[config.mk]
export PLATFORM = sky130hd
export DESIGN_NAME = exception_entry_sequencer
export DESIGN_NICKNAME = d
export VERILOG_FILES = /design/src/hdl/exc_pkg.sv /design/src/hdl/exc_sense_if.sv /design/src/hdl/exc_req_sense.sv /design/src/hdl/exception_entry_sequencer.sv
export SDC_FILE = /design/constraint.sdc
export NUM_CORES = 1
export LEC_CHECK = 0
export ABC_CLOCK_PERIOD_IN_PS = 127100
export BUFFER_PORTS_ARGS = -buffer_cell sky130_fd_sc_hd__clkbuf_2
export CORE_UTILIZATION = 57
export CTS_BUF_LIST = sky130_fd_sc_hd__clkbuf_8
export DETAILED_ROUTE_END_ITERATION = 7
export PLACE_DENSITY = 0.81
export SLEW_MARGIN = 20
export SYNTH_ARGS = -nofsm -noshare
export SYNTH_HDL_FRONTEND = slang
export SYNTH_SLANG_ARGS = --single-unit
[constraint.sdc]
create_clock -name aclk -period 127.1 [get_ports aclk]
set_input_delay 6.355 -clock aclk [delete_from_list [all_inputs] [get_ports aclk]]
set_output_delay 6.355 -clock aclk [all_outputs]
set_load 0.01 [all_outputs]
[src/hdl/exc_pkg.sv]
package exc_pkg;
  // register byte offsets
  localparam logic [7:0] OFF_MSTP_A     = 8'h00;
  localparam logic [7:0] OFF_MSTP_B     = 8'h04;
  localparam logic [7:0] OFF_MSTP_C     = 8'h08;
  localparam logic [7:0] OFF_SYSCTRL    = 8'h0c;
  localparam logic [7:0] OFF_SENSE      = 8'h10;
  localparam logic [7:0] OFF_ENABLE     = 8'h14;
  localparam logic [7:0] OFF_PRIO       = 8'h18;
  localparam logic [7:0] OFF_PENDING    = 8'h1c;
  localparam logic [7:0] OFF_CPU_STATE  = 8'h20;
  // reset values
  localparam logic [7:0] MSTP_A_RESET   = 8'h3f;
  localparam logic [7:0] MSTP_BC_RESET  = 8'hff;
  localparam logic [1:0] MODE_0         = 2'h0;
  localparam logic [1:0] MODE_2         = 2'h2;
  // field positions
  localparam int SYS_MODE_LO = 4;
  localparam int SYS_NMI_EDGE = 3;
  localparam int EXR_TRACE = 7;
  localparam int CCR_MASK = 7;
  localparam int CCR_USER = 6;
  // vector numbers
  localparam logic [6:0] VEC_TRACE = 7'h05;
  localparam logic [6:0] VEC_NMI   = 7'h07;
  localparam logic [6:0] VEC_TRAP0 = 7'h08;
  localparam logic [6:0] VEC_EXT0  = 7'h10;
  localparam logic [3:0] NMI_LEVEL = 4'h8;
  localparam int N_EXT = 6;
  localparam int N_MOD = 24;
  // steps of entry
  localparam int STACK_WORDS = 4;
  typedef enum logic [2:0] {none_e, reset_e, trace_e, direct_e, irq_e, trap_e} exc_kind_t;
endpackage : exc_pkg

[src/hdl/exc_sense_if.sv]
`timescale 1ns/1ns
`default_nettype none
// sensed external requests, shared between edge logic and sequencer
interface exc_sense_if;
  logic [5:0] pend;
  logic [5:0] clr;
  logic       nmi_pend;
  logic       nmi_clr;
  modport sense (output pend, output nmi_pend, input clr, input nmi_clr);
  modport core  (input pend, input nmi_pend, output clr, output nmi_clr);
endinterface : exc_sense_if
`default_nettype wire

[src/hdl/exc_req_sense.sv]
`timescale 1ns/1ns
`default_nettype none
module exc_req_sense (
  // clock and reset
  input  wire logic        aclk,
  input  wire logic        aresetn,
  // pins
  input  wire logic        nmi_pin,
  input  wire logic [5:0]  ext_request,
  // configuration
  input  wire logic        nmi_rising,
  input  wire logic [11:0] sense_sel,
  // to sequencer
  exc_sense_if.sense       sn
);
  logic [5:0] s1, s2, s3;
  logic       n1, n2, n3;

  // two-flop synchronisers, third stage for edges
  always_ff @(posedge aclk) begin
    if (!aresetn) begin
      s1 <= 6'h3f; s2 <= 6'h3f; s3 <= 6'h3f;
      n1 <= 1'h0;  n2 <= 1'h0;  n3 <= 1'h0;
    end else begin
      s1 <= ext_request; s2 <= s1; s3 <= s2;
      n1 <= nmi_pin; n2 <= n1; n3 <= n2;
    end
  end

  // nmi edge latch; set wins over clear
  always_ff @(posedge aclk) begin
    if (!aresetn) sn.nmi_pend <= 1'h0;
    else if (nmi_rising ? (n2 && !n3) : (!n2 && n3)) sn.nmi_pend <= 1'h1;
    else if (sn.nmi_clr) sn.nmi_pend <= 1'h0;
  end

  // per-input sense: 00 low, 01 fall, 10 rise, 11 both
  always_ff @(posedge aclk) begin
    if (!aresetn) sn.pend <= 6'h00;
    else begin
      for (int i = 0; i < 6; i++) begin
        case (sense_sel[2*i +: 2])
          2'h0: sn.pend[i] <= !s2[i];
          2'h1: sn.pend[i] <= (!s2[i] && s3[i]) || (sn.pend[i] && !sn.clr[i]);
          2'h2: sn.pend[i] <= (s2[i] && !s3[i]) || (sn.pend[i] && !sn.clr[i]);
          default: sn.pend[i] <= (s2[i] != s3[i]) || (sn.pend[i] && !sn.clr[i]);
        endcase
      end
    end
  end
endmodule : exc_req_sense
`default_nettype wire

[src/hdl/exception_entry_sequencer.sv]
// Decided for this implementation: register access over AXI4-Lite and the register offsets.
`timescale 1ns/1ns
`default_nettype none
// How it works
// - reset loads module stops 3f, ff, ff
// - stopped module register access is blocked
// - trace only in control mode 2
// - trace after each instruction, ignores masking
// - trace entry sets mask, clears trace bit
// - stacked trace stays 1; no trace after return
// - interrupts still accepted inside trace handler
// - stack, update mask and trace, fetch vector
// - software trap uses the same entry sequence
// - trap field picks one of four vectors
// - trap sets mask; clears trace in mode 2
// - word accesses force lowest address bit zero
// - two control modes from system control bits
// - eight levels per module; nmi level 8
// - each source has its own vector
// - nmi edge selectable rising or falling
// - external inputs: fall, rise, both, low level
// - control mode 0 after reset
// - priority: reset, trace, direct, interrupt, trap
// - priority field binary, 000 lowest
// - all interrupts off until first instruction
module exception_entry_sequencer (
  // clock and reset
  input  wire logic        aclk,
  input  wire logic        aresetn,
  // axi4-lite slave
  input  wire logic [7:0]  s_axi_awaddr,
  input  wire logic        s_axi_awvalid,
  output logic             s_axi_awready,
  input  wire logic [31:0] s_axi_wdata,
  input  wire logic [3:0]  s_axi_wstrb,
  input  wire logic        s_axi_wvalid,
  output logic             s_axi_wready,
  output logic [1:0]       s_axi_bresp,
  output logic             s_axi_bvalid,
  input  wire logic        s_axi_bready,
  input  wire logic [7:0]  s_axi_araddr,
  input  wire logic        s_axi_arvalid,
  output logic             s_axi_arready,
  output logic [31:0]      s_axi_rdata,
  output logic [1:0]       s_axi_rresp,
  output logic             s_axi_rvalid,
  input  wire logic        s_axi_rready,
  // interrupt pins
  input  wire logic        nmi_pin,
  input  wire logic [5:0]  ext_request,
  // internal interrupt sources, one per module
  input  wire logic [23:0] int_request,
  input  wire logic        direct_transition,
  // cpu sequencer
  input  wire logic        instr_done,
  input  wire logic        instr_is_rte,
  input  wire logic        instr_no_detect,
  input  wire logic        trap_exec,
  input  wire logic [1:0]  trap_number,
  input  wire logic [23:0] cur_pc,
  input  wire logic [7:0]  condition_code_in,
  input  wire logic [7:0]  extended_control_in,
  input  wire logic [31:0] stack_pointer_reg,
  output logic             entry_busy,
  output logic             stack_we,
  output logic [31:0]      stack_addr,
  output logic [15:0]      stack_data,
  output logic             vector_fetch,
  output logic [6:0]       vector_number,
  output logic [7:0]       condition_code_reg,
  output logic [7:0]       extended_control_reg,
  output logic [31:0]      next_stack_pointer,
  // peripheral access gate
  input  wire logic [4:0]  periph_sel,
  input  wire logic        periph_req,
  output logic             periph_allow
);
  exc_sense_if sn ();

  logic [7:0]  module_stop_ctrl_a, module_stop_ctrl_b, module_stop_ctrl_c;
  logic [7:0]  system_control_reg;
  logic [11:0] sense_sel;
  logic [5:0]  ext_enable;
  logic [23:0] prio_flat;          // 3 bits per field, 8 fields; module m uses field m % 8
  logic        first_done;
  logic [1:0]  ctrl_mode;
  exc_pkg::exc_kind_t kind;
  logic [2:0]  step;
  logic [6:0]  pend_vec;
  logic [2:0]  pend_lvl;
  logic [31:0] sp;
  logic        wr_a, wr_d;
  logic [7:0]  wr_addr;
  logic [31:0] wr_data;

  exc_req_sense u_sense (
    .aclk       (aclk),
    .aresetn    (aresetn),
    .nmi_pin    (nmi_pin),
    .ext_request(ext_request),
    .nmi_rising (system_control_reg[exc_pkg::SYS_NMI_EDGE]),
    .sense_sel  (sense_sel),
    .sn         (sn)
  );

  // mode field: two select bits, only 0 and 2 legal
  assign ctrl_mode = system_control_reg[exc_pkg::SYS_MODE_LO +: 2];

  // word-aligned stack address
  function automatic logic [31:0] even_addr(input logic [31:0] a);
    even_addr = {a[31:1], 1'b0};
  endfunction : even_addr

  // priority lookup for a module number, level 0..7
  function automatic logic [2:0] level_of(input logic [23:0] p, input int m);
    level_of = p[3*(m % 8) +: 3];
  endfunction : level_of

  // arbitration among interrupt sources
  logic       irq_any;
  logic [6:0] irq_vec;
  logic [2:0] irq_lvl;
  logic       irq_nmi;
  always_comb begin
    irq_any = 1'b0;
    irq_vec = exc_pkg::VEC_NMI;
    irq_lvl = 3'h0;
    irq_nmi = 1'b0;
    if (sn.nmi_pend) begin
      irq_any = 1'b1;
      irq_nmi = 1'b1;
      irq_lvl = 3'h7;
    end else begin
      for (int m = 0; m < exc_pkg::N_MOD; m++) begin
        if (int_request[m] && (!irq_any || level_of(prio_flat, m) > irq_lvl)) begin
          irq_any = 1'b1;
          irq_lvl = level_of(prio_flat, m);
          irq_vec = 7'(24 + m);
        end
      end
      for (int e = 0; e < exc_pkg::N_EXT; e++) begin
        if (sn.pend[e] && ext_enable[e] && (!irq_any || level_of(prio_flat, e) > irq_lvl)) begin
          irq_any = 1'b1;
          irq_lvl = level_of(prio_flat, e);
          irq_vec = exc_pkg::VEC_EXT0 + 7'(e);
        end
      end
      // masking: mode 0 by ccr mask bit, mode 2 by level field
      if (ctrl_mode == exc_pkg::MODE_2) begin
        if (irq_any && irq_lvl <= extended_control_in[2:0]) irq_any = 1'b0;
      end else if (condition_code_in[exc_pkg::CCR_MASK]) begin
        irq_any = 1'b0;
      end
    end
  end

  // boundary arbitration; interrupts off until first instruction
  logic      trace_on;
  exc_pkg::exc_kind_t pick;
  assign trace_on = ctrl_mode == exc_pkg::MODE_2 && extended_control_in[exc_pkg::EXR_TRACE]
                    && !instr_is_rte;
  always_comb begin
    if (!instr_done) pick = exc_pkg::none_e;
    else if (trace_on) pick = exc_pkg::trace_e;
    else if (direct_transition) pick = exc_pkg::direct_e;
    else if (irq_any && first_done && !instr_no_detect) pick = exc_pkg::irq_e;
    else if (trap_exec) pick = exc_pkg::trap_e;
    else pick = exc_pkg::none_e;
  end

  // first completed instruction after reset
  always_ff @(posedge aclk) begin
    if (!aresetn) first_done <= 1'b0;
    else if (instr_done) first_done <= 1'b1;
  end

  // entry sequencer: latch at boundary, start next cycle
  always_ff @(posedge aclk) begin
    if (!aresetn) begin
      kind <= exc_pkg::none_e;
      step <= 3'h0;
      pend_vec <= 7'h00;
      pend_lvl <= 3'h0;
      sp <= 32'h0;
      condition_code_reg <= 8'h80;
      extended_control_reg <= 8'h07;
    end else if (kind == exc_pkg::none_e) begin
      step <= 3'h0;
      if (pick != exc_pkg::none_e && pick != exc_pkg::direct_e) begin
        kind <= pick;
        sp <= stack_pointer_reg;
        condition_code_reg <= condition_code_in;
        extended_control_reg <= extended_control_in;
        pend_lvl <= irq_lvl;
        case (pick)
          exc_pkg::trace_e: pend_vec <= exc_pkg::VEC_TRACE;
          exc_pkg::trap_e:  pend_vec <= exc_pkg::VEC_TRAP0 + {5'h00, trap_number};
          default:          pend_vec <= irq_vec;
        endcase
      end
    end else if (step < 3'(exc_pkg::STACK_WORDS)) begin
      step <= step + 3'h1;
    end else if (step == 3'(exc_pkg::STACK_WORDS)) begin
      step <= step + 3'h1;
      condition_code_reg[exc_pkg::CCR_MASK] <= 1'b1;
      // trace cleared on every entry but a mode 0 trap
      if (ctrl_mode == exc_pkg::MODE_2 || kind != exc_pkg::trap_e) begin
        extended_control_reg[exc_pkg::EXR_TRACE] <= 1'b0;
      end
      // latched level, so a fresh nmi during entry cannot leak in
      if (ctrl_mode == exc_pkg::MODE_2 && kind == exc_pkg::irq_e) begin
        extended_control_reg[2:0] <= pend_lvl;
      end
    end else begin
      kind <= exc_pkg::none_e;
    end
  end

  // nmi acknowledge when its entry is taken; edge inputs cleared likewise
  always_comb begin
    sn.nmi_clr = pick == exc_pkg::irq_e && kind == exc_pkg::none_e && irq_vec == exc_pkg::VEC_NMI && sn.nmi_pend;
    sn.clr = 6'h00;
    for (int e = 0; e < exc_pkg::N_EXT; e++)
      if (pick == exc_pkg::irq_e && kind == exc_pkg::none_e && irq_vec == exc_pkg::VEC_EXT0 + 7'(e))
        sn.clr[e] = 1'b1;
  end

  // stack pushes: pc low, pc high with ccr, exr, a zero word, then vector
  assign entry_busy = kind != exc_pkg::none_e;
  assign stack_we = entry_busy && step < 3'(exc_pkg::STACK_WORDS);
  assign stack_addr = even_addr(sp - {28'h0, step + 3'h1, 1'b0});
  always_comb begin
    case (step)
      3'h0: stack_data = cur_pc[15:0];
      3'h1: stack_data = {condition_code_reg, cur_pc[23:16]};
      3'h2: stack_data = {extended_control_reg, 8'h00};  // stacked trace bit unchanged
      default: stack_data = 16'h0000;
    endcase
  end
  assign vector_fetch = entry_busy && step == 3'(exc_pkg::STACK_WORDS) + 3'h1;
  assign vector_number = pend_vec;
  assign next_stack_pointer = even_addr(sp - 32'(2 * exc_pkg::STACK_WORDS));

  // module stop gating of peripheral access
  assign periph_allow = periph_req && !(periph_sel < 5'h8 ? module_stop_ctrl_a[periph_sel[2:0]] :
                        periph_sel < 5'h10 ? module_stop_ctrl_b[periph_sel[2:0]] :
                        module_stop_ctrl_c[periph_sel[2:0]]);

  // axi write: take address and data in either order
  always_ff @(posedge aclk) begin
    if (!aresetn) begin
      wr_a <= 1'b0; wr_d <= 1'b0; wr_addr <= 8'h00; wr_data <= 32'h0;
      s_axi_bvalid <= 1'b0;
    end else begin
      if (s_axi_awvalid && s_axi_awready) begin wr_a <= 1'b1; wr_addr <= s_axi_awaddr; end
      if (s_axi_wvalid && s_axi_wready) begin wr_d <= 1'b1; wr_data <= s_axi_wdata; end
      if (wr_a && wr_d) begin wr_a <= 1'b0; wr_d <= 1'b0; s_axi_bvalid <= 1'b1; end
      if (s_axi_bvalid && s_axi_bready) s_axi_bvalid <= 1'b0;
    end
  end
  assign s_axi_awready = !wr_a && !s_axi_bvalid;
  assign s_axi_wready = !wr_d && !s_axi_bvalid;
  assign s_axi_bresp = 2'h0;

  // register writes; low byte except sense and priority, mode bits of 1 forced legal
  always_ff @(posedge aclk) begin
    if (!aresetn) begin
      module_stop_ctrl_a <= exc_pkg::MSTP_A_RESET;
      module_stop_ctrl_b <= exc_pkg::MSTP_BC_RESET;
      module_stop_ctrl_c <= exc_pkg::MSTP_BC_RESET;
      system_control_reg <= 8'h00;
      sense_sel <= 12'h000;
      ext_enable <= 6'h00;
      prio_flat <= 24'hffffff;
    end else if (wr_a && wr_d) begin
      case (wr_addr)
        exc_pkg::OFF_MSTP_A:  module_stop_ctrl_a <= wr_data[7:0];
        exc_pkg::OFF_MSTP_B:  module_stop_ctrl_b <= wr_data[7:0];
        exc_pkg::OFF_MSTP_C:  module_stop_ctrl_c <= wr_data[7:0];
        exc_pkg::OFF_SYSCTRL: system_control_reg <= {2'h0, wr_data[5], 1'b0, wr_data[3:0]};
        exc_pkg::OFF_SENSE:   sense_sel <= wr_data[11:0];
        exc_pkg::OFF_ENABLE:  ext_enable <= wr_data[5:0];
        exc_pkg::OFF_PRIO:    prio_flat <= wr_data[23:0];
        default: ;
      endcase
    end
  end

  // axi read, one cycle answer
  always_ff @(posedge aclk) begin
    if (!aresetn) begin
      s_axi_rvalid <= 1'b0; s_axi_rdata <= 32'h0; s_axi_rresp <= 2'h0;
    end else if (s_axi_arvalid && s_axi_arready) begin
      s_axi_rvalid <= 1'b1;
      s_axi_rresp <= 2'h0;
      case (s_axi_araddr)
        exc_pkg::OFF_MSTP_A:    s_axi_rdata <= {24'h0, module_stop_ctrl_a};
        exc_pkg::OFF_MSTP_B:    s_axi_rdata <= {24'h0, module_stop_ctrl_b};
        exc_pkg::OFF_MSTP_C:    s_axi_rdata <= {24'h0, module_stop_ctrl_c};
        exc_pkg::OFF_SYSCTRL:   s_axi_rdata <= {24'h0, system_control_reg};
        exc_pkg::OFF_SENSE:     s_axi_rdata <= {20'h0, sense_sel};
        exc_pkg::OFF_ENABLE:    s_axi_rdata <= {26'h0, ext_enable};
        exc_pkg::OFF_PRIO:      s_axi_rdata <= {8'h0, prio_flat};
        exc_pkg::OFF_PENDING:   s_axi_rdata <= {25'h0, sn.nmi_pend, sn.pend};
        exc_pkg::OFF_CPU_STATE: s_axi_rdata <= {13'h0, kind, extended_control_reg, condition_code_reg};
        default: begin s_axi_rdata <= 32'h0; s_axi_rresp <= 2'h2; end
      endcase
    end else if (s_axi_rvalid && s_axi_rready) begin
      s_axi_rvalid <= 1'b0;
    end
  end
  assign s_axi_arready = !s_axi_rvalid;
endmodule : exception_entry_sequencer
`default_nettype wire

# Word-level counts from Yosys, hierarchy flattened
# Cells that the tools add are included.
[word_totals] ff_bits=234 inputBits=175 output_inout_bits=148
[classes] addsub=4 magnitude_cmp=34 eq_ne=52 mux=209 bitwise_logic=1 n_reduce_logical=220
[op_table] operator="$mux W3" n=76
[op_table] operator="$pmux W24 S9" n=1
[op_table] operator="$mux W7" n=30
[op_table] operator="$gt A3 B3 Y1" n=29
[op_table] operator="$mux W1" n=87
[op_table] operator="$logic_and A1 B1 Y1" n=82
[op_table] operator="$eq A8 B5 Y1 const B" n=7
[op_table] operator="$logic_not A1 Y1" n=56
[op_table] operator="$logic_or A1 B1 Y1" n=48
[op_table] operator="$pmux W16 S3" n=1
[op_table] operator="$eq A7 B5 Y1 const B" n=6
[op_table] operator="$eq A8 B4 Y1 const B" n=4
[op_table] operator="$sub A32 B4 Y32" n=1
[op_table] operator="$sub A32 B4 Y32 const B" n=1
[op_table] operator="$pmux W1 S3" n=6
[op_table] operator="$eq A8 B3 Y1 const B" n=2
[op_table] operator="$logic_not A8 Y1" n=2
[op_table] operator="$mux W8" n=2
[op_table] operator="$reduce_and A2 Y1" n=8
[op_table] operator="$eq A3 B3 Y1 const B" n=5
[op_table] operator="$pmux W7 S2" n=1
[op_table] operator="$eq A2 B1 Y1 const B" n=6
[op_table] operator="$eq A2 B2 Y1 const B" n=6
[op_table] operator="$logic_not A2 Y1" n=6
[op_table] operator="27 further kinds" n=47

# Logic depth before layout (Yosys ltp)
# Gate-level depths: netlist of the first run.
[logic_depth] ltp_word=166 ltp_mapped=265 mapped_depth_nobuf=258

# By module
# Synthesis of the first run repeated with hierarchy kept, for this count alone.
[hier_totals] hier_cells=1982 hier_area_um2=15474.8
[modules_own_cells] module="exception_entry_sequencer" instances=1 cells_each=1837 area_each_um2=14043.5 seq_area_each_um2=3903.7
[modules_own_cells] module="exc_req_sense" instances=1 cells_each=145 area_each_um2=1431.4 seq_area_each_um2=560.5

# Worst setup path after synthesis of the first run
# OpenSTA, ideal clock, no wires.
[synth_path] path_kind="in2reg" from="input int_request[0]" to="register extended_control_reg[7]" setup_time_ns=0.070 arrival_ns=49.141 t_required_ns=127.030 slack_ns=77.889 cell_stages=236 cell_sequence="buf_2 > nand2_1 > ha_1 > and3b_1 > o2111a_1 > nor3_1 > ha_1 > and3b_1 > o211ai_1 > nand2_1 > o31ai_2 > ha_1 > a21oi_1 > o21ai_0 > a31o_2 > buf_2 > o21ai_1 > inv_1 > (+200 left out) > a21oi_1 > nor2_1 > a21oi_1 > o21ai_1 > a21boi_0 > ha_1 > inv_1 > a21o_1 > a21oi_1 > a31oi_1 > a21oi_1 > a31oi_1 > o21ai_1 > a21oi_1 > o211ai_1 > clkbuf_1 > o211ai_1 > a21oi_1"
[synth_via] elab_chain_len=162
[synth_rtl] item="from (decl)" line_no="exception_entry_sequencer.sv:52" rtl="input wire logic [23:0] int_request,"
[synth_rtl] item="$mux W3 or $mux W1 (tied branches)" line_no="exception_entry_sequencer.sv:135" rtl="if (int_request[m] && (!irq_any || level_of(prio_flat, m) > irq_lvl)) begin"
[synth_rtl] item="$mux W3 or $mux W1 (tied branches)" line_no="exception_entry_sequencer.sv:129" rtl="if (sn.nmi_pend) begin"
[synth_rtl] item="$gt A3 B3 Y1 or $logic_not A1 Y1 (tied branches)" line_no="exception_entry_sequencer.sv:135"
[synth_rtl] item="$logic_or A1 B1 Y1" line_no="exception_entry_sequencer.sv:135"
[synth_rtl] item="$logic_and A1 B1 Y1" line_no="exception_entry_sequencer.sv:135"
[synth_rtl] item="$mux W3 or $mux W1 (tied branches)" line_no="exception_entry_sequencer.sv:135"
[synth_rtl] item="$mux W3 or $mux W1 (tied branches)" line_no="exception_entry_sequencer.sv:129"
[synth_rtl] item="$gt A3 B3 Y1 or $logic_not A1 Y1 (tied branches)" line_no="exception_entry_sequencer.sv:135"
[synth_rtl] item="(+146 left out)"
[synth_rtl] item="$mux W3 (*)" line_no="exception_entry_sequencer.sv:166" rtl="else if (irq_any && first_done && !instr_no_detect) pick = exc_pkg::irq_e;"
[synth_rtl] item="$mux W3 (*)" line_no="exception_entry_sequencer.sv:165" rtl="else if (direct_transition) pick = exc_pkg::direct_e;"
[synth_rtl] item="$mux W3 (*)" line_no="exception_entry_sequencer.sv:164" rtl="else if (trace_on) pick = exc_pkg::trace_e;"
[synth_rtl] item="$mux W3 (*)" line_no="exception_entry_sequencer.sv:163" rtl="if (!instr_done) pick = exc_pkg::none_e;"
[synth_rtl] item="$ne A3 B2 Y1 or $reduce_bool A3 Y1 (tied branches)" line_no="exception_entry_sequencer.sv:189" rtl="if (pick != exc_pkg::none_e && pick != exc_pkg::direct_e) begin"
[synth_rtl] item="$logic_and A1 B1 Y1 (*)" line_no="exception_entry_sequencer.sv:189"
[synth_rtl] item="$ne A2 B1 Y1 (no source line) (*)"
[synth_rtl] item="$reduce_and A4 Y1 (no source line) (*)"
[synth_rtl] item="to (signal assigned)" line_no="exception_entry_sequencer.sv:193" rtl="extended_control_reg <= extended_control_in;"
[synth_rtl] item="to (decl)" line_no="exception_entry_sequencer.sv:71" rtl="output logic [7:0] extended_control_reg,"
# Mark *: on every way between the ends. The rest lies on a longest branch, timed or not. The select of a mux whose other input is x is not followed.
# A chain may end at the register's enable or synchronous reset.

# Worst setup path after layout of the first run
[layout_path] from="input int_request[0]" to="register kind[0]"
[layout_via] elab_chain_len=162
[layout_rtl] item="$mux W3 or $mux W1 (tied branches)" line_no="exception_entry_sequencer.sv:135"
[layout_rtl] item="$mux W3 or $mux W1 (tied branches)" line_no="exception_entry_sequencer.sv:129"
[layout_rtl] item="$gt A3 B3 Y1 or $logic_not A1 Y1 (tied branches)" line_no="exception_entry_sequencer.sv:135"
[layout_rtl] item="$logic_or A1 B1 Y1" line_no="exception_entry_sequencer.sv:135"
[layout_rtl] item="$logic_and A1 B1 Y1" line_no="exception_entry_sequencer.sv:135"
[layout_rtl] item="$mux W3 or $mux W1 (tied branches)" line_no="exception_entry_sequencer.sv:135"
[layout_rtl] item="$mux W3 or $mux W1 (tied branches)" line_no="exception_entry_sequencer.sv:129"
[layout_rtl] item="$gt A3 B3 Y1 or $logic_not A1 Y1 (tied branches)" line_no="exception_entry_sequencer.sv:135"
[layout_rtl] item="(+146 left out)"
[layout_rtl] item="$mux W3 (*)" line_no="exception_entry_sequencer.sv:166"
[layout_rtl] item="$mux W3 (*)" line_no="exception_entry_sequencer.sv:165"
[layout_rtl] item="$mux W3 (*)" line_no="exception_entry_sequencer.sv:164"
[layout_rtl] item="$mux W3 (*)" line_no="exception_entry_sequencer.sv:163"
[layout_rtl] item="$ne A3 B2 Y1 or $reduce_bool A3 Y1 (tied branches)" line_no="exception_entry_sequencer.sv:189"
[layout_rtl] item="$logic_and A1 B1 Y1" line_no="exception_entry_sequencer.sv:189"
[layout_rtl] item="$ne A2 B1 Y1 (no source line)"
[layout_rtl] item="$reduce_and A3 Y1 (no source line)"
[layout_rtl] item="to (signal assigned)" line_no="exception_entry_sequencer.sv:180" rtl="kind <= exc_pkg::none_e;"
[layout_rtl] item="to (signal assigned)" line_no="exception_entry_sequencer.sv:190" rtl="kind <= pick;"
[layout_rtl] item="to (signal assigned)" line_no="exception_entry_sequencer.sv:215" rtl="kind <= exc_pkg::none_e;"
[layout_rtl] item="to (decl)" line_no="exception_entry_sequencer.sv:87" rtl="exc_pkg::exc_kind_t kind;"
# Marks and branches as above.

==> flow_summary.toml, run 1 <==
[critical_path]
startpoint_type = "input port"
slowest_delay_ps = 710
crit_path_top_delay_cell = "o21ai_0"
r2r_cells = 226
worst_setup_path_end_kind = "register"
worstPathArrival_ps = 58410
critPathRequiredTime_ps = 127540
crit_fanout = 46
cpMostUsedCell = "a21oi_1"
criticalPathCategory = "input port to register"

[sta]
postLayoutSetupSlackWorst_ps = 69120
post-route-period-util_pct = 45.62
hold_violations = 0
slew_violations = 0
tightest_slew_ps = 1140
slew_headroom_pct = 23.42
holdWs_ps = 408.9
setup_viol = 0
fmax_ghz = 0.01725
fin_skew_ps = 30.60
rsz0062_at_grt = "false"
tns_ps = 0
min_period_ps = 57980

[detailed_routing]
drtAntennaViolNets = 0
vias = 15839
drc_errors = 0
firstDrtPassIters = 6
wl_per_cell_um = 20.60
wl_mm = 52.22
drt_iter0_drc = 1633
vias_per_cell = 6.248

[cells_and_area]
nFillCells = 2128
drive_above_1_share_pct = 19.65
largest_reg_flops = 31
final_common_cell = "nand2_1"
top_register = "sp"
layout.nets = 2459
final_cell_mix = "357 x nand2_1, 295 x clkbuf_2, 223 x dfxtp_1"
syn_to_final_growth_pct = 15.60

[yosys]
ys_seq_area_share_pct = 29.83
synthArstFlopShare_pct = 0
yosys-top-cells-area = "dfxtp_1 30%, nand2_1 9.0%, ha_1 8.9%"
yosysTopAreaCellShare_pct = 29.83
synth-edff-count = 0
ys_dominant_reg_cell = "dfxtp_1"
syn_area_mm2 = 0.01497
syn_area_per_cell_um2 = 7.735
yosys.area.top_type = "dfxtp_1"
yosysUniqueCellTypes = 104
synth_cells = 1935
ys_ff_latch = 223
ys.warnings.count = 0

[global_routing]
grt_start_max_net_pins = 110
grt.total_usage_pct = 37.91
grt_pass1_wl_mm = 78.57
grt_pass1_vias = 14408
antenna_found_initial = 1
grt-ovfl-total = 0

[cts]
cts_sinks = 223
cts_max_path_buffers = 3
h-tree-depth = 2
clockRootBuffer = "clkbuf_8"
cts_made_buffers = 37
clock_latency_ps = 560
clk_pin_slew_worst_paths_ps = 70
ctsHoldBuffers = 0
post_cts_buffers = 0
cts_tree = "yes"
cts_resized = 0

[die]
fp.dieH_um = 164.0
die_area_mm2 = 0.02691
ios = 323
start_util_pct = 58.76
fp.dieW_um = 164.0
core-area_mm2 = 0.02547
fp-row-count = 58

[hold_path]
holdPathStages = 1
hold_class = "register to register"

[place]
place_ws_ps = 69640
port_buffers = 295
place_congestion = 1.007
dp_hpwl_mm = 39.44

[flow_run]
drv_cap = 0

[run_status]
status = "finished, final reports clean"
[layout make-up]
| class | instances | area, µm² | area share (%) |
|---|---|---|---|
| multi-input cells | 1510 | 9671 | 55.89 |
| flip-flops and latches | 223 | 4464 | 25.80 |
| repair buffers | 310 | 1593 | 9.206 |
| clock buffers | 48 | 660.6 | 3.818 |
| well taps | 330 | 412.9 | 2.386 |
| inverters | 95 | 359.1 | 2.075 |
| clock inverters | 18 | 138.9 | 0.8027 |
| diodes | 1 | 2.502 | 0.01446 |
[kinds of logic (layout without fill, tap and decap cells)]
| group | Yosys count | in the layout | synth area share (%) |
|---|---|---|---|
| flops | 223 | 223 | 29.83 |
| xor+xnor | 58 | 58 | 3.394 |
| buf+inv | 215 | 471 | 6.019 |
| compound gates | 515 | 515 | 23.78 |
| fa+ha+maj | 112 | 112 | 9.330 |
| other cells | 1 | 15 | 0.02506 |
| simple gates | 740 | 740 | 22.12 |
| mux | 71 | 71 | 5.501 |
[synthesized netlist by cell type (7+ instances only)]
master,instances
a211oi_1,19
a21o_1,15
a21oi_1,179
a221oi_1,15
a222oi_1,16
a22o_1,13
a22oi_1,28
a31oi_1,30
and2_1,15
and3_1,7
buf_4,16
clkbuf_1,93
dfxtp_1,223
ha_1,106
inv_1,93
mux2_2,11
mux2i_1,50
mux4_2,7
nand2_1,357
nand2b_1,22
nand3_1,38
nand3b_1,7
nand4_1,7
nor2_1,164
nor2b_1,18
nor3_1,39
nor4_1,13
o2111ai_1,8
o211ai_1,34
o21a_1,12
o21ai_0,51
o21ai_1,7
or2_2,9
or3_1,12
or4_1,9
xnor2_1,22
xor2_1,36
[stage by stage]
stage                     cell area [µm²]  util [%]  std cells
after floorplan                     15020         -       1948
after global placement              16490     64.74       2468
after detailed placement            16490     64.74       2468
after CTS                           17290     67.88       2534
after global routing                17300     67.92       2535
final                               17300     67.92       2535
[path summary, 6_finish.rpt]
path / slack [ps] / from / end
setup / recovery: 69120 / int_request[0] / kind[0]$_SDFFE_PN0P_
setup reg to reg: 74330 / prio_flat[2]$_SDFFE_PN1P_ / kind[0]$_SDFFE_PN0P_
hold / removal: 410 / u_sense.s1[5]$_SDFF_PN1_ / u_sense.s2[5]$_SDFF_PN1_
hold reg to reg: 410 / u_sense.s1[5]$_SDFF_PN1_ / u_sense.s2[5]$_SDFF_PN1_
[routing by layer]
| layer | GRT usage, % | up-vias | part of all wire [%] |
|---|---|---|---|
| met5 | 0 | - | 0 |
| met4 | 22.39 | 0 | 6.0 |
| met3 | 7.247 | 197 | 9.2 |
| met2 | 61.00 | 893 | 45 |
| met1 | 47.12 | 7383 | 40 |
| li1 | - | 7366 | - |
[critical path: cells and delay by family]
family                   cells  cell delay, ps
AO/OA/AOI/OAI              127           29180
adder cells (fa/ha/maj)     35           10310
buffers and inverters        6            1130
multiplexers                 5            1860
AND/OR/NAND/NOR             54            9480
Power of run 1 is not shown: default switching activity piles up to over one toggle a cycle in this logic, so the estimate is an artifact.
==> run 2, diff against run 1 <==
ABC_CLOCK_PERIOD_IN_PS = 46400   (was 127100)
CORE_UTILIZATION = 52   (was 57)
PLACE_DENSITY = 0.78   (was 0.81)
clock period = 46.4 ns   (was 127.1 ns; I/O delays follow)
==> run 2 against run 1 <==
Effect of this change: the flow now finishes with violations (DRC); critical path depth is 19 higher; worst hold slack worse by 5.0 ps; cell area is 13% higher; clock skew rose by 8.6 ps; highest routed layer unchanged.
==> flow_summary.toml, run 2 (synthesized netlist as in run 1, its figures left out) <==
[global_routing]
grt_pass1_vias = 15031
grt_util_met3_pct = 6.420
antenna_found_initial = 0
grt.total_usage_pct = 35.45
grt.busiest_layer = "met2"
grt_pass1_wl_mm = 80.47
grt_start_max_net_pins = 81
grt-ovfl-total = 0
met2_usage_pct = 59.43
grt_util_met1_pct = 43.84

[flow_run]
drv_cap = 0

[sta]
fin_skew_ps = 39.17
setup_viol = 0
slew_violations = 0
slew_headroom_pct = 31.64
post-route-period-util_pct = 95.91
fmax_ghz = 0.02247
holdWs_ps = 403.9
tns_ps = 0
tightest_slew_ps = 1023
hold_violations = 0
min_period_ps = 44500

[critical_path]
worstPathArrival_ps = 44890
worst_setup_path_end_kind = "register"
critPathRequiredTime_ps = 46790
crit_path_top_delay_cell = "or4_4"
slowest_delay_ps = 610
startpoint_type = "input port"
crit_fanout = 8
cpMostUsedCell = "ha_1"
criticalPathCategory = "input port to register"

[cts]
clockRootBuffer = "clkbuf_8"
clock_latency_ps = 550
cts_tree = "yes"
cts_max_path_buffers = 3
cts_made_buffers = 38
ctsHoldBuffers = 0
clk_pin_slew_worst_paths_ps = 60
h-tree-depth = 2
cts_sinks = 223

[hold_path]
hold_class = "register to register"

[detailed_routing]
wl_per_cell_um = 19.72
drt_iter0_drc = 1635
vias = 16536
drc_errors = 2
drtAntennaViolNets = 0
firstDrtPassIters = 8
wl_mm = 54.89
vias_per_cell = 5.942

[run_status]
violations = "DRC"
status = "finished, violations left"

[place]
port_buffers = 295
dp_cells = 2672
place_congestion = 0.9611
dp_hpwl_mm = 41.42

[cells_and_area]
syn_to_final_growth_pct = 30.41
final_common_cell = "nand2_1"
drive_above_1_share_pct = 30.69
layout.nets = 2659
antenna_cells = 0
largest_reg_flops = 31
final_cell_mix = "352 x nand2_1, 294 x clkbuf_2, 223 x dfxtp_1"
stdcell_count = 2783
top_register = "sp"

[die]
ios = 323
start_util_pct = 53.43
die_area_mm2 = 0.02947
fp.dieH_um = 171.7
fp-row-count = 61
fp.dieW_um = 171.7
core-area_mm2 = 0.02801
run 2: cell count changes in the layout (fill, tap and decap cells not counted), sizes merged:
cell | before | now
clkinvlp | 2 | 1
diode | 1 | 0
clkinv | 4 | 3
clkbuf | 343 | 342
inv | 105 | 110
buf | 15 | 214
run 2: layout make-up:
class	instances	area [µm²]
Multi-Input combinational cell	1510	10300
Timing Repair Buffer	509	3127
Clock buffer	47	646.9
Fill cell	2212	8492
Inverter	95	359.1
Tap cell	378	473.0
Sequential cell	223	4464
Clock inverter	21	150.1
run 2: path summary, 6_finish.rpt:
kind | start | end | slack (ps) | cells past startpoint
worst max-delay path | int_request[0] | u_sense.sn.pend[4]$_SDFF_PN0_ | 1900 | 246
worst min-delay path | u_sense.s1[1]$_SDFF_PN1_ | u_sense.s2[1]$_SDFF_PN1_ | 400 | 1
worst max register to register | prio_flat[2]$_SDFFE_PN1P_ | u_sense.sn.pend[4]$_SDFF_PN0_ | 2970 | 244
worst min register to register | u_sense.s1[1]$_SDFF_PN1_ | u_sense.s2[1]$_SDFF_PN1_ | 400 | 1
run 2: critical path, delay by kind of cell:
kind                     cells  cell delay (ps)
AO/OA/AOI/OAI              133            20760
adder cells (fa/ha/maj)     35            10450
buffers and inverters       19             2540
multiplexers                 5             1550
AND/OR/NAND/NOR             54             7140
run 2: timing repair:
| item | in CTS | in global routing |
|---|---|---|
| pin swaps | 1 | 95 |
| gates resized for setup | 3 | 150 |
| setup endpoints to repair | 3 | 65 |
| buffers inserted | 0 | 43 |
run 2: layer usage:
metal / up-vias / share of wire, %
met2: 861 / 47
met4: 0 / 4.6
met5: - / 0
met3: 164 / 9.2
li1: 7747 / -
met1: 7764 / 40
run 2: stage by stage:
stage,setup WS [ps],area [µm²],util [%]
final,1900,19520,69.68
after global routing,-507.5,19520,69.68
after CTS,21.66,18560,66.26
after detailed placement,-487.4,17750,63.36
after global placement,461.9,17750,63.36
after floorplan,1224,15020,-
Power of run 2 is left out for the same reason.
